## src/design/aoc_pkg.sv

```systemverilog
/*
 * Shared constants and carrier types for the converter output test and ready control block.
 * Assumes one 100 MHz sampling clock and a 32-bit Avalon-MM register bus.
 */
package aoc_pkg;

	// ------------------------------------------------------------
	// word and timing
	// ------------------------------------------------------------
	localparam int unsigned WORD_W = 10;
	localparam int unsigned DECIM_RATIO = 32;
	localparam int unsigned DECIM_W = $clog2(DECIM_RATIO);
	localparam logic [DECIM_W-1:0] DECIM_LAST = DECIM_W'(DECIM_RATIO - 1);
	localparam logic [DECIM_W-1:0] DECIM_ZERO = '0;
	localparam logic [WORD_W-1:0] CHECKER_A = 10'h155;
	localparam logic [WORD_W-1:0] CHECKER_B = 10'h2aa;
	localparam logic [WORD_W-1:0] WORD_ZERO = '0;

	// ------------------------------------------------------------
	// register map (byte addresses)
	// ------------------------------------------------------------
	localparam int unsigned ADDR_W = 4;
	localparam logic [ADDR_W-1:0] REG_CTRL = 4'h0;
	localparam logic [ADDR_W-1:0] REG_STATUS = 4'h4;
	localparam logic [ADDR_W-1:0] REG_WORDS = 4'h8;
	localparam logic [31:0] CTRL_RESET = 32'h0000_0000;
	localparam logic [31:0] WORDS_RESET = 32'h0000_0000;
	localparam int unsigned CTRL_PATTERN_BIT = 0;
	localparam int unsigned CTRL_DECIM_BIT = 1;
	localparam int unsigned CTRL_HOLD_BIT = 2;
	localparam int unsigned STAT_DECIM_BIT = 0;
	localparam int unsigned STAT_PATTERN_BIT = 1;
	localparam int unsigned STAT_GRAY_BIT = 2;
	localparam int unsigned STAT_HELD_BIT = 3;
	localparam int unsigned STAT_DELAY_BIT = 4;
	localparam int unsigned STAT_PHASE_BIT = 5;

	// ------------------------------------------------------------
	// carriers
	// ------------------------------------------------------------
	// strap pins, each at its electrical level (1 = floating/ground, 0 = low/negative supply)
	typedef struct packed {
		logic diode_test;
		logic pattern_select;
		logic output_code_select;
		logic ready_strobe_reset;
		logic delay_enable_jumper;
	} aoc_pins_s;

	localparam aoc_pins_s PINS_IDLE = '{1'b1, 1'b1, 1'b1, 1'b1, 1'b1};

	typedef struct packed {
		logic decimate;
		logic pattern;
		logic gray;
	} aoc_mode_s;

	typedef enum logic [1:0] {
		AOC_RDY_RUN,
		AOC_RDY_HELD
	} aoc_rdy_e;

endpackage

```

## src/design/aoc_word_coder.sv

```systemverilog
/*
 * Output word former: checkerboard generator, binary or Gray coding, output word register.
 * Assumes advance_in is a one-cycle strobe on clk_sys_in marking each word that leaves.
 */
`timescale 1ns/100ps
module aoc_word_coder (
	// clock and reset
	input wire logic clk_sys_in,
	input wire logic sys_rst_in,
	// control
	input wire logic advance_in,
	input wire aoc_pkg::aoc_mode_s mode_in,
	input wire logic [aoc_pkg::WORD_W-1:0] sample_in,
	// result
	output logic [aoc_pkg::WORD_W-1:0] word_out,
	output logic phase_out
);
	import aoc_pkg::*;

	logic phase;
	logic next_phase;
	logic [WORD_W-1:0] word;
	logic [WORD_W-1:0] next_word;

	function automatic logic [WORD_W-1:0] to_gray(input logic [WORD_W-1:0] b);
		return b ^ (b >> 1);
	endfunction

	always_comb begin
		next_phase = phase;
		next_word = word;
		if (advance_in) begin
			if (mode_in.pattern) begin
				next_word = phase ? CHECKER_B : CHECKER_A; // RULE3
				next_phase = ~phase; // RULE12
			end else if (mode_in.gray) begin
				next_word = to_gray(sample_in); // RULE10
			end else begin
				next_word = sample_in; // RULE4
			end
		end
	end

	always_ff @(posedge clk_sys_in) begin
		if (sys_rst_in) begin
			phase <= 1'b0;
			word <= WORD_ZERO;
		end else begin
			phase <= next_phase;
			word <= next_word;
		end
	end

	// bit 0 is the least significant bit, bit 9 the most
	assign word_out = word; // RULE11
	assign phase_out = phase;

endmodule

```

## src/design/aoc_output_ctrl.sv

```systemverilog
/*
 * Output port control of a 10-bit sampling converter: decimation, checkerboard test words,
 * binary/Gray coding, data-ready strobe with its reset input, sampling delay enable,
 * and an Avalon-MM register slave.
 * Assumes clk_sys_in is the free-running sampling clock and sample_in comes from logic on it;
 * strap pins are asynchronous and are synchronised here.
 */
// What this block does
// RULE1 - with decimation active only one sample in 32 leaves the port
// RULE2 - outside party pulls the diode/test pin to the negative supply for decimation
// RULE3 - pattern select low: checkerboard words replace the digitised samples
// RULE4 - pattern select floating or grounded: digitised samples leave, coded per code select; here ctrl bit CTRL_PATTERN_BIT still forces checkerboard words
// RULE5 - falling edge of the ready reset input forces the ready strobe to zero
// RULE6 - while ready reset stays low the ready strobe stays zero
// RULE7 - ready strobe resumes toggling from the rising edge of ready reset
// RULE8 - ready reset grounded or floating: ready strobe runs freely; here ctrl bit CTRL_HOLD_BIT still holds the strobe at zero
// RULE9 - delay jumper floating/grounded disables sample delay; negative supply enables it
// RULE10 - code select floating/grounded gives binary words; negative supply gives Gray
// RULE11 - each word is 10 bits parallel, bit 0 least, bit 9 most significant
// RULE12 - checkerboard words alternate between complements so every bit toggles per word
`timescale 1ns/100ps
module aoc_output_ctrl (
	// clock and reset
	input wire logic clk_sys_in,
	input wire logic sys_rst_in,
	// avalon-mm slave
	input wire logic [aoc_pkg::ADDR_W-1:0] avs_address_in,
	input wire logic avs_read_in,
	input wire logic avs_write_in,
	input wire logic [31:0] avs_writedata_in,
	input wire logic [3:0] avs_byteenable_in,
	output logic [31:0] avs_readdata_out,
	output logic avs_waitrequest_out,
	// strap pins and sample stream
	input wire aoc_pkg::aoc_pins_s pins_in,
	input wire logic [aoc_pkg::WORD_W-1:0] sample_in,
	// output port
	output logic [aoc_pkg::WORD_W-1:0] data_word_out,
	output logic ready_strobe_out,
	output logic sample_instant_delay_enable_out
);
	import aoc_pkg::*;

	// ------------------------------------------------------------
	// pin synchroniser
	// ------------------------------------------------------------
	aoc_pins_s pins_s1;
	aoc_pins_s pins_s2;

	always_ff @(posedge clk_sys_in) begin
		if (sys_rst_in) begin
			pins_s1 <= PINS_IDLE;
			pins_s2 <= PINS_IDLE;
		end else begin
			pins_s1 <= pins_in;
			pins_s2 <= pins_s1;
		end
	end

	// ------------------------------------------------------------
	// registers
	// ------------------------------------------------------------
	logic [31:0] ctrl;
	logic [31:0] next_ctrl;
	logic [31:0] words;
	logic [31:0] next_words;
	logic [31:0] rdata;
	logic [31:0] next_rdata;
	logic ack;
	logic next_ack;
	logic phase;

	aoc_mode_s mode;
	logic advance;
	logic ready_ok;

	// a low strap level selects each test function; software may force two of them
	assign mode.decimate = ~pins_s2.diode_test | ctrl[CTRL_DECIM_BIT]; // RULE2
	assign mode.pattern = ~pins_s2.pattern_select | ctrl[CTRL_PATTERN_BIT];
	assign mode.gray = ~pins_s2.output_code_select; // RULE10
	// software hold acts like a held-low ready reset
	assign ready_ok = pins_s2.ready_strobe_reset & ~ctrl[CTRL_HOLD_BIT];

	function automatic logic [31:0] byte_merge(input logic [31:0] old, input logic [31:0] wd,
		input logic [3:0] be);
		logic [31:0] r;
		r = old;
		for (int i = 0; i < 4; i++) begin
			if (be[i]) begin
				r[i*8 +: 8] = wd[i*8 +: 8];
			end
		end
		return r;
	endfunction

	function automatic logic [31:0] status_word(input aoc_mode_s m, input logic held,
		input logic dly, input logic ph);
		logic [31:0] s;
		s = '0;
		s[STAT_DECIM_BIT] = m.decimate;
		s[STAT_PATTERN_BIT] = m.pattern;
		s[STAT_GRAY_BIT] = m.gray;
		s[STAT_HELD_BIT] = held;
		s[STAT_DELAY_BIT] = dly;
		s[STAT_PHASE_BIT] = ph;
		return s;
	endfunction

	// one wait state: request seen, answer in the next cycle
	assign avs_waitrequest_out = (avs_read_in | avs_write_in) & ~ack;
	assign avs_readdata_out = rdata;

	always_comb begin
		next_ack = (avs_read_in | avs_write_in) & ~ack;
		next_ctrl = ctrl;
		next_rdata = rdata;
		next_words = advance ? words + 32'h0000_0001 : words;
		if (next_ack && avs_write_in && avs_address_in == REG_CTRL) begin
			next_ctrl = byte_merge(ctrl, avs_writedata_in, avs_byteenable_in);
		end
		if (next_ack && avs_read_in) begin
			unique case (avs_address_in)
				REG_CTRL: next_rdata = ctrl;
				REG_STATUS: next_rdata = status_word(mode, ~ready_ok,
					sample_instant_delay_enable_out, phase);
				REG_WORDS: next_rdata = words;
				default: next_rdata = 32'h0000_0000;
			endcase
		end
		// writing the word counter clears it; a concurrent word is dropped from the count
		if (next_ack && avs_write_in && avs_address_in == REG_WORDS) begin
			next_words = WORDS_RESET;
		end
	end

	always_ff @(posedge clk_sys_in) begin
		if (sys_rst_in) begin
			ack <= 1'b0;
			ctrl <= CTRL_RESET;
			rdata <= 32'h0000_0000;
			words <= WORDS_RESET;
		end else begin
			ack <= next_ack;
			ctrl <= next_ctrl;
			rdata <= next_rdata;
			words <= next_words;
		end
	end

	// ------------------------------------------------------------
	// decimation
	// ------------------------------------------------------------
	logic [DECIM_W-1:0] dec_cnt;
	logic [DECIM_W-1:0] next_dec_cnt;

	// count rests at zero outside decimation, so entry always waits a full 32 samples
	assign advance = ~mode.decimate | (dec_cnt == DECIM_LAST); // RULE1

	always_comb begin
		next_dec_cnt = DECIM_ZERO;
		if (mode.decimate) begin
			next_dec_cnt = dec_cnt + DECIM_W'(1); // RULE1
		end
	end

	always_ff @(posedge clk_sys_in) begin
		if (sys_rst_in) begin
			dec_cnt <= DECIM_ZERO;
		end else begin
			dec_cnt <= next_dec_cnt;
		end
	end

	// ------------------------------------------------------------
	// word former
	// ------------------------------------------------------------
	aoc_word_coder u_coder (
		.clk_sys_in(clk_sys_in),
		.sys_rst_in(sys_rst_in),
		.advance_in(advance),
		.mode_in(mode),
		.sample_in(sample_in),
		.word_out(data_word_out),
		.phase_out(phase)
	);

	// ------------------------------------------------------------
	// ready strobe
	// ------------------------------------------------------------
	aoc_rdy_e rdy_state;
	aoc_rdy_e next_rdy_state;
	logic ready;
	logic next_ready;
	logic delay_en;
	logic next_delay_en;

	always_comb begin
		next_rdy_state = rdy_state;
		next_ready = ready;
		unique case (rdy_state)
			AOC_RDY_RUN: begin
				if (!ready_ok) begin
					next_rdy_state = AOC_RDY_HELD;
					next_ready = 1'b0; // RULE5
				end else if (advance) begin
					next_ready = ~ready; // RULE8
				end
			end
			// held: strobe stays low whatever the sampling clock does
			AOC_RDY_HELD: begin
				next_ready = 1'b0; // RULE6
				if (ready_ok) begin
					next_rdy_state = AOC_RDY_RUN;
					next_ready = advance; // RULE7
				end
			end
			default: begin
				next_rdy_state = AOC_RDY_RUN;
				next_ready = 1'b0;
			end
		endcase
		next_delay_en = ~pins_s2.delay_enable_jumper; // RULE9
	end

	always_ff @(posedge clk_sys_in) begin
		if (sys_rst_in) begin
			rdy_state <= AOC_RDY_RUN;
			ready <= 1'b0;
			delay_en <= 1'b0;
		end else begin
			rdy_state <= next_rdy_state;
			ready <= next_ready;
			delay_en <= next_delay_en;
		end
	end

	assign ready_strobe_out = ready;
	assign sample_instant_delay_enable_out = delay_en;
endmodule

```

## config.mk

```make
export PLATFORM = sky130hd
export DESIGN_NAME = aoc_output_ctrl
export DESIGN_NICKNAME = d
export VERILOG_FILES = /design/src/design/aoc_pkg.sv /design/src/design/aoc_word_coder.sv /design/src/design/aoc_output_ctrl.sv
export SDC_FILE = /design/constraint.sdc
export NUM_CORES = 1
export LEC_CHECK = 0
export BUFFER_PORTS_ARGS = -buffer_cell sky130_fd_sc_hd__buf_2
export CORE_MARGIN = 8
export CORE_UTILIZATION = 35
export DETAILED_ROUTE_END_ITERATION = 7
export GPL_ROUTABILITY_DRIVEN = 0
export PLACE_DENSITY = 0.64
export SYNTH_ARGS = -nofsm -noshare
export SYNTH_HDL_FRONTEND = slang
export SYNTH_SLANG_ARGS = --single-unit
export TNS_END_PERCENT = 50
```

## constraint.sdc

```tcl
create_clock -name clk_sys_in -period 2.15 [get_ports clk_sys_in]
set_input_delay 0 -clock clk_sys_in [delete_from_list [all_inputs] [get_ports clk_sys_in]]
set_output_delay 0 -clock clk_sys_in [all_outputs]
set_load 0.05 [all_outputs]
```

==> results.yml, run 1 <==
global_routing:
  antenna_found_initial: 0
  grt_usage: 0.154
  grt_max_degree: 38
  overflow: 0
  grt_pass1_vias: 4834
  grt_pass1_wl_mm: 24.8
routing:
  drc: 0
  ant_nets: 0
  dr.pass1.iters: 5
  routed_via_density: 5.28
  routed-via-count: 4845
  drtIter0Drc: 359
  post_drt_wl_per_cell_um: 16.2
  drt-total-wl_mm: 14.8
clock_network:
  hold_buffers: 41
  clk_pin_slew_ps: 60
  root_buffer: "clkbuf_16"
  cts_tree: "built"
  clock-sinks: 126
  post_cts_buffers: 0
  postCtsResizedCells: 0
  clkLatencyLatePin_ps: 420
  cts_buffers: 17
  cts.path.max_buffers: 2
  htree_levels: 4
sta:
  rsz0062_at_grt: "no"
  min_period_ps: 2010
  max_freq_mhz: 498
  maxSlewHeadroom: 0.170
  fin_worst_skew_ps: 8.75
  final-hold-violation-count: 0
  final.setup.tns_ps: 0
  fin_ws_ps: 140
  drv_slew: 0
  setup-violations-final: 0
  finalCritPeriodShare: 0.935
  tightest_slew_ps: 1250
placement:
  dp_slack_ps: 177
  hpwl_mm: 10.6
  portBuffers: 103
outcome:
  status: "complete, no violations"
cells_and_area:
  fill_cells: 1395
  drive_gt1_frac: 0.251
  fin_nets: 778
  area_growth_pct: 31.1
  num_antenna_cells: 0
synthesis:
  synthAdderAreaFrac: 0.00693
  synthCells: 569
  avgSynthCellArea_sq_um: 9.52
  netlist_area_sq_um: 5420
  syn_nets: 631
  synth_xor_area_frac: 0.0372
  ys_seq_area_frac: 0.466
  synth_simple_gate_area_frac: 0.207
  synth_compound_area_frac: 0.165
  yosysUniqueCellTypes: 53
  async_flop_share: 0
  synth_top_family_by_area: "simple AND/OR/NAND/NOR gates"
  synth-seq-cells: 126
  muxShareOfSynthArea: 0.0742
  synthFlopType: "dfxtp_1"
  synth_edf_count: 0
  yosysWarnings: 0
setup_path:
  cp_max_fo: 6
  rrSetupSlack_ps: 140
  timing.rr.start: "words[12]"
  crit_type: "register to register"
  r2r_end: "words[31]"
  worst_r2r_path_depth: 4
  required_ps: 2500
  endpoint_kind: "register"
  setup.worst_path.start_class: "register"
  cp.arrival_ps: 2360
min_path:
  worst_hold_path.num_cells: 4
  min_from: "sample_in[4]"
  hold_class: "primary input to register"
  hold_end: "u_coder.word_out[4]"
floorplanning:
  core-area_sq_um: 15100
  fp.dieW_um: 140
  die-height_um: 140
  row_count: 45
  io_pins: 104
  start_util: 0.358
  die_area_sq_um: 19700
run:
  maxCapViolCount: 0
power_and_ir_drop:
  leakage_uw: 0.00302
  irDropWorstVdd_v: 0.000608
  power.density_nw_per_um2: 789
stage by stage:
stage | instance area [sq um] | hold WS [ps] | util | instances | total power [uW]
final | 7100 | 25.1 | 0.469 | 917 | 5600
after detailed placement | 6120 | 186 | 0.404 | 844 | 2830
after floorplan | 5420 | 104 | - | 569 | 2690
after global routing | 7100 | 44.2 | 0.469 | 917 | 5800
after CTS | 7100 | 7.49 | 0.469 | 917 | 5650
after global placement | 6120 | 186 | 0.404 | 844 | 2830
synth_stat cells, types with 4 or more instances:
master / n / share of area
nand2_1: 37 / 0.026
o31ai_1: 6 / 0.0083
or4_1: 6 / 0.0083
nor4_1: 7 / 0.0081
nand2b_1: 16 / 0.018
a22o_1: 26 / 0.042
or2_2: 11 / 0.013
a222oi_1: 4 / 0.0074
clkbuf_1: 27 / 0.019
mux2i_1: 39 / 0.072
o2111ai_1: 4 / 0.0065
o21ai_0: 14 / 0.013
a211o_1: 4 / 0.0065
nor3_1: 6 / 0.0055
or3_1: 5 / 0.0058
xnor2_1: 12 / 0.019
a21oi_1: 22 / 0.020
clkbuf_8: 5 / 0.013
o211ai_1: 10 / 0.014
xor2_1: 11 / 0.018
dfxtp_1: 126 / 0.47
nand3_1: 10 / 0.0092
a22oi_1: 26 / 0.036
nor2_1: 77 / 0.053
nor2b_1: 11 / 0.013
nand4_1: 7 / 0.0081
worst max-delay path: stages (launching register included):
cell,delay (ps)
dfxtp_1,420
nand4_1,290
or4_4,600
or4_4,500
a21oi_2,140
cell usage in the layout, fill, tap and decap left out, types with 4 or more instances in the layout:
cell,count
a211o_1,4
a21oi_1,22
a222oi_1,4
a22o_1,26
a22oi_1,26
buf_2,103
buf_4,21
clkbuf_16,17
clkinv_2,4
clkinvlp_4,5
dfxtp_1,126
dlygate4sd3_1,41
mux2i_1,39
nand2_1,37
nand2b_1,16
nand3_1,10
nand4_1,7
nor2_1,77
nor2b_1,11
nor3_1,6
nor4_1,7
o2111ai_1,4
o211ai_1,10
o21ai_0,14
o31ai_1,6
or2_2,11
or3_1,5
or4_1,6
xnor2_1,12
xor2_1,11
per-layer routing:
metal | GRT usage | wire length (um) | vias up
met5 | 0 | 0 | -
met4 | 0.0640 | 340 | 0
met3 | 0.0387 | 830 | 28
met2 | 0.236 | 6660 | 158
met1 | 0.202 | 6980 | 2303
li1 | - | - | 2356
logic make-up (layout without fill, tap and decap cells):
logic type,count (synthesis),count (layout)
compound gates,122,122
xor+xnor,23,23
fa+ha+maj,3,3
buf+inv,40,200
flops,126,126
mux,40,40
simple gates,215,215
registers in the layout, summed over array words and instances (netlist names):
register / flops
ack: 1
avs_readdata_out: 32
ctrl: 32
dec_cnt: 5
pins_s1: 5
pins_s2: 5
rdy_state: 1
ready_strobe_out: 1
sample_instant_delay_enable_out: 1
u_coder.phase_out: 1
u_coder.word_out: 10
words: 32
how the worst max path moves through the flow:
stage / endpoint / cells after the start / slack (ps) / startpoint
detailed placement: words[31] / 7 / 180 / dec_cnt[0]
CTS: words[31] / 7 / 160 / dec_cnt[0]
global route: words[28] / 4 / 40 / ack
global placement: words[15] / 7 / 200 / dec_cnt[0]
floorplan: words[25] / 8 / 210 / dec_cnt[0]
finish: words[31] / 4 / 140 / words[12]
where the power goes:
part / internal (uW) / total (uW) / switching (uW)
Sequential: 2380 / 2410 / 31.1
Clock: 1700 / 2760 / 1060
Combinational: 180 / 434 / 255
final cells by class:
type | count | area [sq um] | share of cell area
well taps | 188 | 235 | 0.0331
repair buffers | 165 | 1080 | 0.153
multi-input cells | 403 | 2670 | 0.377
inverters | 3 | 11.3 | 0.00159
clock buffers | 18 | 429 | 0.0605
clock inverters | 14 | 144 | 0.0203
flip-flops and latches | 126 | 2520 | 0.355
Power figures use the tool's default switching activity.
==> run 2: changes to the inputs <==
--- a/config.mk
+++ b/config.mk
@@ -10,7 +10,10 @@
 export CORE_UTILIZATION = 35
 export DETAILED_ROUTE_END_ITERATION = 7
 export GPL_ROUTABILITY_DRIVEN = 0
+export GPL_TIMING_DRIVEN = 0
+export HOLD_SLACK_MARGIN = 0.08
 export PLACE_DENSITY = 0.64
+export SETUP_SLACK_MARGIN = 0.3
 export SYNTH_ARGS = -nofsm -noshare
 export SYNTH_HDL_FRONTEND = slang
 export SYNTH_SLANG_ARGS = --single-unit
==> results.yml, run 2 (synthesis results as in run 1) <==
outcome:
  status: "complete, no violations"
floorplanning:
  die-height_um: 140
  start_util: 0.358
  row_count: 45
  fp.dieW_um: 140
  die_area_sq_um: 19700
  core-area_sq_um: 15100
  io_pins: 104
min_path:
  hold_class: "primary input to register"
power_and_ir_drop:
  irDropWorstVdd_v: 0.000520
  switchingPower_uw: 1360
  power.density_nw_per_um2: 777
  clkPwrFrac: 0.513
  power_frac_comb: 0.079
  sw_frac_of_total: 0.230
  intPower_uw: 4550
  leakage_uw: 0.00319
  sequentialPowerShare: 0.408
global_routing:
  antenna_found_initial: 0
  overflow: 0
  grt_max_degree: 17
  grt_usage: 0.162
  grt_pass1_wl_mm: 25.6
  grt_pass1_vias: 5196
sta:
  maxSlewHeadroom: 0.162
  tightest_slew_ps: 1240
  rsz0062_at_grt: "yes"
  setup-violations-final: 0
  drv_slew: 0
  max_freq_mhz: 530
  finalCritPeriodShare: 0.877
  min_period_ps: 1890
  fin_worst_skew_ps: 8.31
  final-hold-violation-count: 0
cells_and_area:
  layout_commonest_cell: "dfxtp_1"
  final_cell_count_no_fill: 956
  drive_gt1_frac: 0.288
  num_antenna_cells: 0
  fin_nets: 817
  area_growth_pct: 40.3
  fill_cells: 1324
  final_cell_mix: "dfxtp_1 (115), buf_2 (104), nor2_1 (76)"
  post-route-cell-area_sq_um: 7600
setup_path:
  required_ps: 2440
  setup.worst_path.start_class: "register"
  cp_max_fo: 7
  cp.arrival_ps: 2180
  endpoint_kind: "register"
  crit_type: "register to register"
routing:
  drtIter0Drc: 255
  dr.pass1.iters: 5
  routed-via-count: 5036
  drc: 0
  ant_nets: 0
  routed_via_density: 5.27
  post_drt_wl_per_cell_um: 16.8
  drt-total-wl_mm: 16.0
placement:
  place_area_sq_um: 6220
  hpwl_mm: 11.5
  portBuffers: 103
  dp_cells: 860
clock_network:
  clk_pin_slew_ps: 50
  cts_tree: "built"
  cts_buffers: 17
  clkLatencyLatePin_ps: 410
  root_buffer: "clkbuf_16"
  htree_levels: 4
  clock-sinks: 126
  cts.path.max_buffers: 2
run:
  maxCapViolCount: 0
run 2: power groups by stage:
stage	Sequential, uW	Clock (uW)	Combinational [uW]
2_1_floorplan	2520	0	175
3_3_place_gp	2460	0	381
3_5_place_dp	2460	0	389
4_1_cts	2410	3070	468
5_1_grt	2410	3170	508
6_report	2410	3030	470
run 2: critical path: stages (launching register included):
cell	delay [ps]
dfxtp_2	350
ha_4	140
and3_4	190
ha_4	150
buf_4	120
o2111ai_4	150
buf_6	170
buf_4	150
o31ai_1	270
a21oi_2	100
run 2: metrics by stage:
step | total power, uW | setup WS [ps] | setup TNS, ps | hold slack (ps) | util
3_5_place_dp | 2840 | -264 | -5260 | 187 | 0.410
3_3_place_gp | 2840 | -202 | -4730 | 183 | 0.410
4_1_cts | 5940 | 261 | 0 | 117 | 0.495
2_1_floorplan | 2690 | 318 | 0 | 104 | -
5_1_grt | 6090 | 165 | 0 | 128 | 0.502
6_report | 5910 | 265 | 0 | 149 | 0.502
run 2: layer usage:
layer	share of wire	vias up	global-route usage	routed length (um)
met5	0	-	0	0
met4	0.034	0	0.0794	545
met3	0.049	35	0.0445	779
met2	0.50	139	0.280	7970
met1	0.42	2419	0.180	6720
li1	-	2443	-	-
run 2: layout make-up:
| type | instances | area [sq um] | share of cell area |
|---|---|---|---|
| Buffer | 37 | 255 | 0.0336 |
| Clock buffer | 19 | 443 | 0.0583 |
| Timing Repair Buffer | 167 | 1130 | 0.149 |
| Inverter | 3 | 11.3 | 0.00148 |
| Multi-Input combinational cell | 403 | 2800 | 0.368 |
| Tap cell | 188 | 235 | 0.0310 |
| Sequential cell | 126 | 2540 | 0.334 |
| Clock inverter | 13 | 189 | 0.0249 |
run 2: worst paths after layout:
check        slack, ps          from  cells past startpoint                              end
min                150  sample_in[4]                      4              u_coder.word_out[4]
max reg2reg        260    dec_cnt[0]                      9                        words[22]
min reg2reg        390    pins_s2[0]                      1  sample_instant_delay_enable_out
max                260    dec_cnt[0]                      9                        words[22]
run 2: timing repair:
action,in CTS,in global routing
pin swaps,8,7
endpoints found under the setup margin,71,76
endpoints found under the hold margin,49,0
gates resized for setup,23,21
hold buffers,49,0
setup buffers,10,4
cloned,1,0
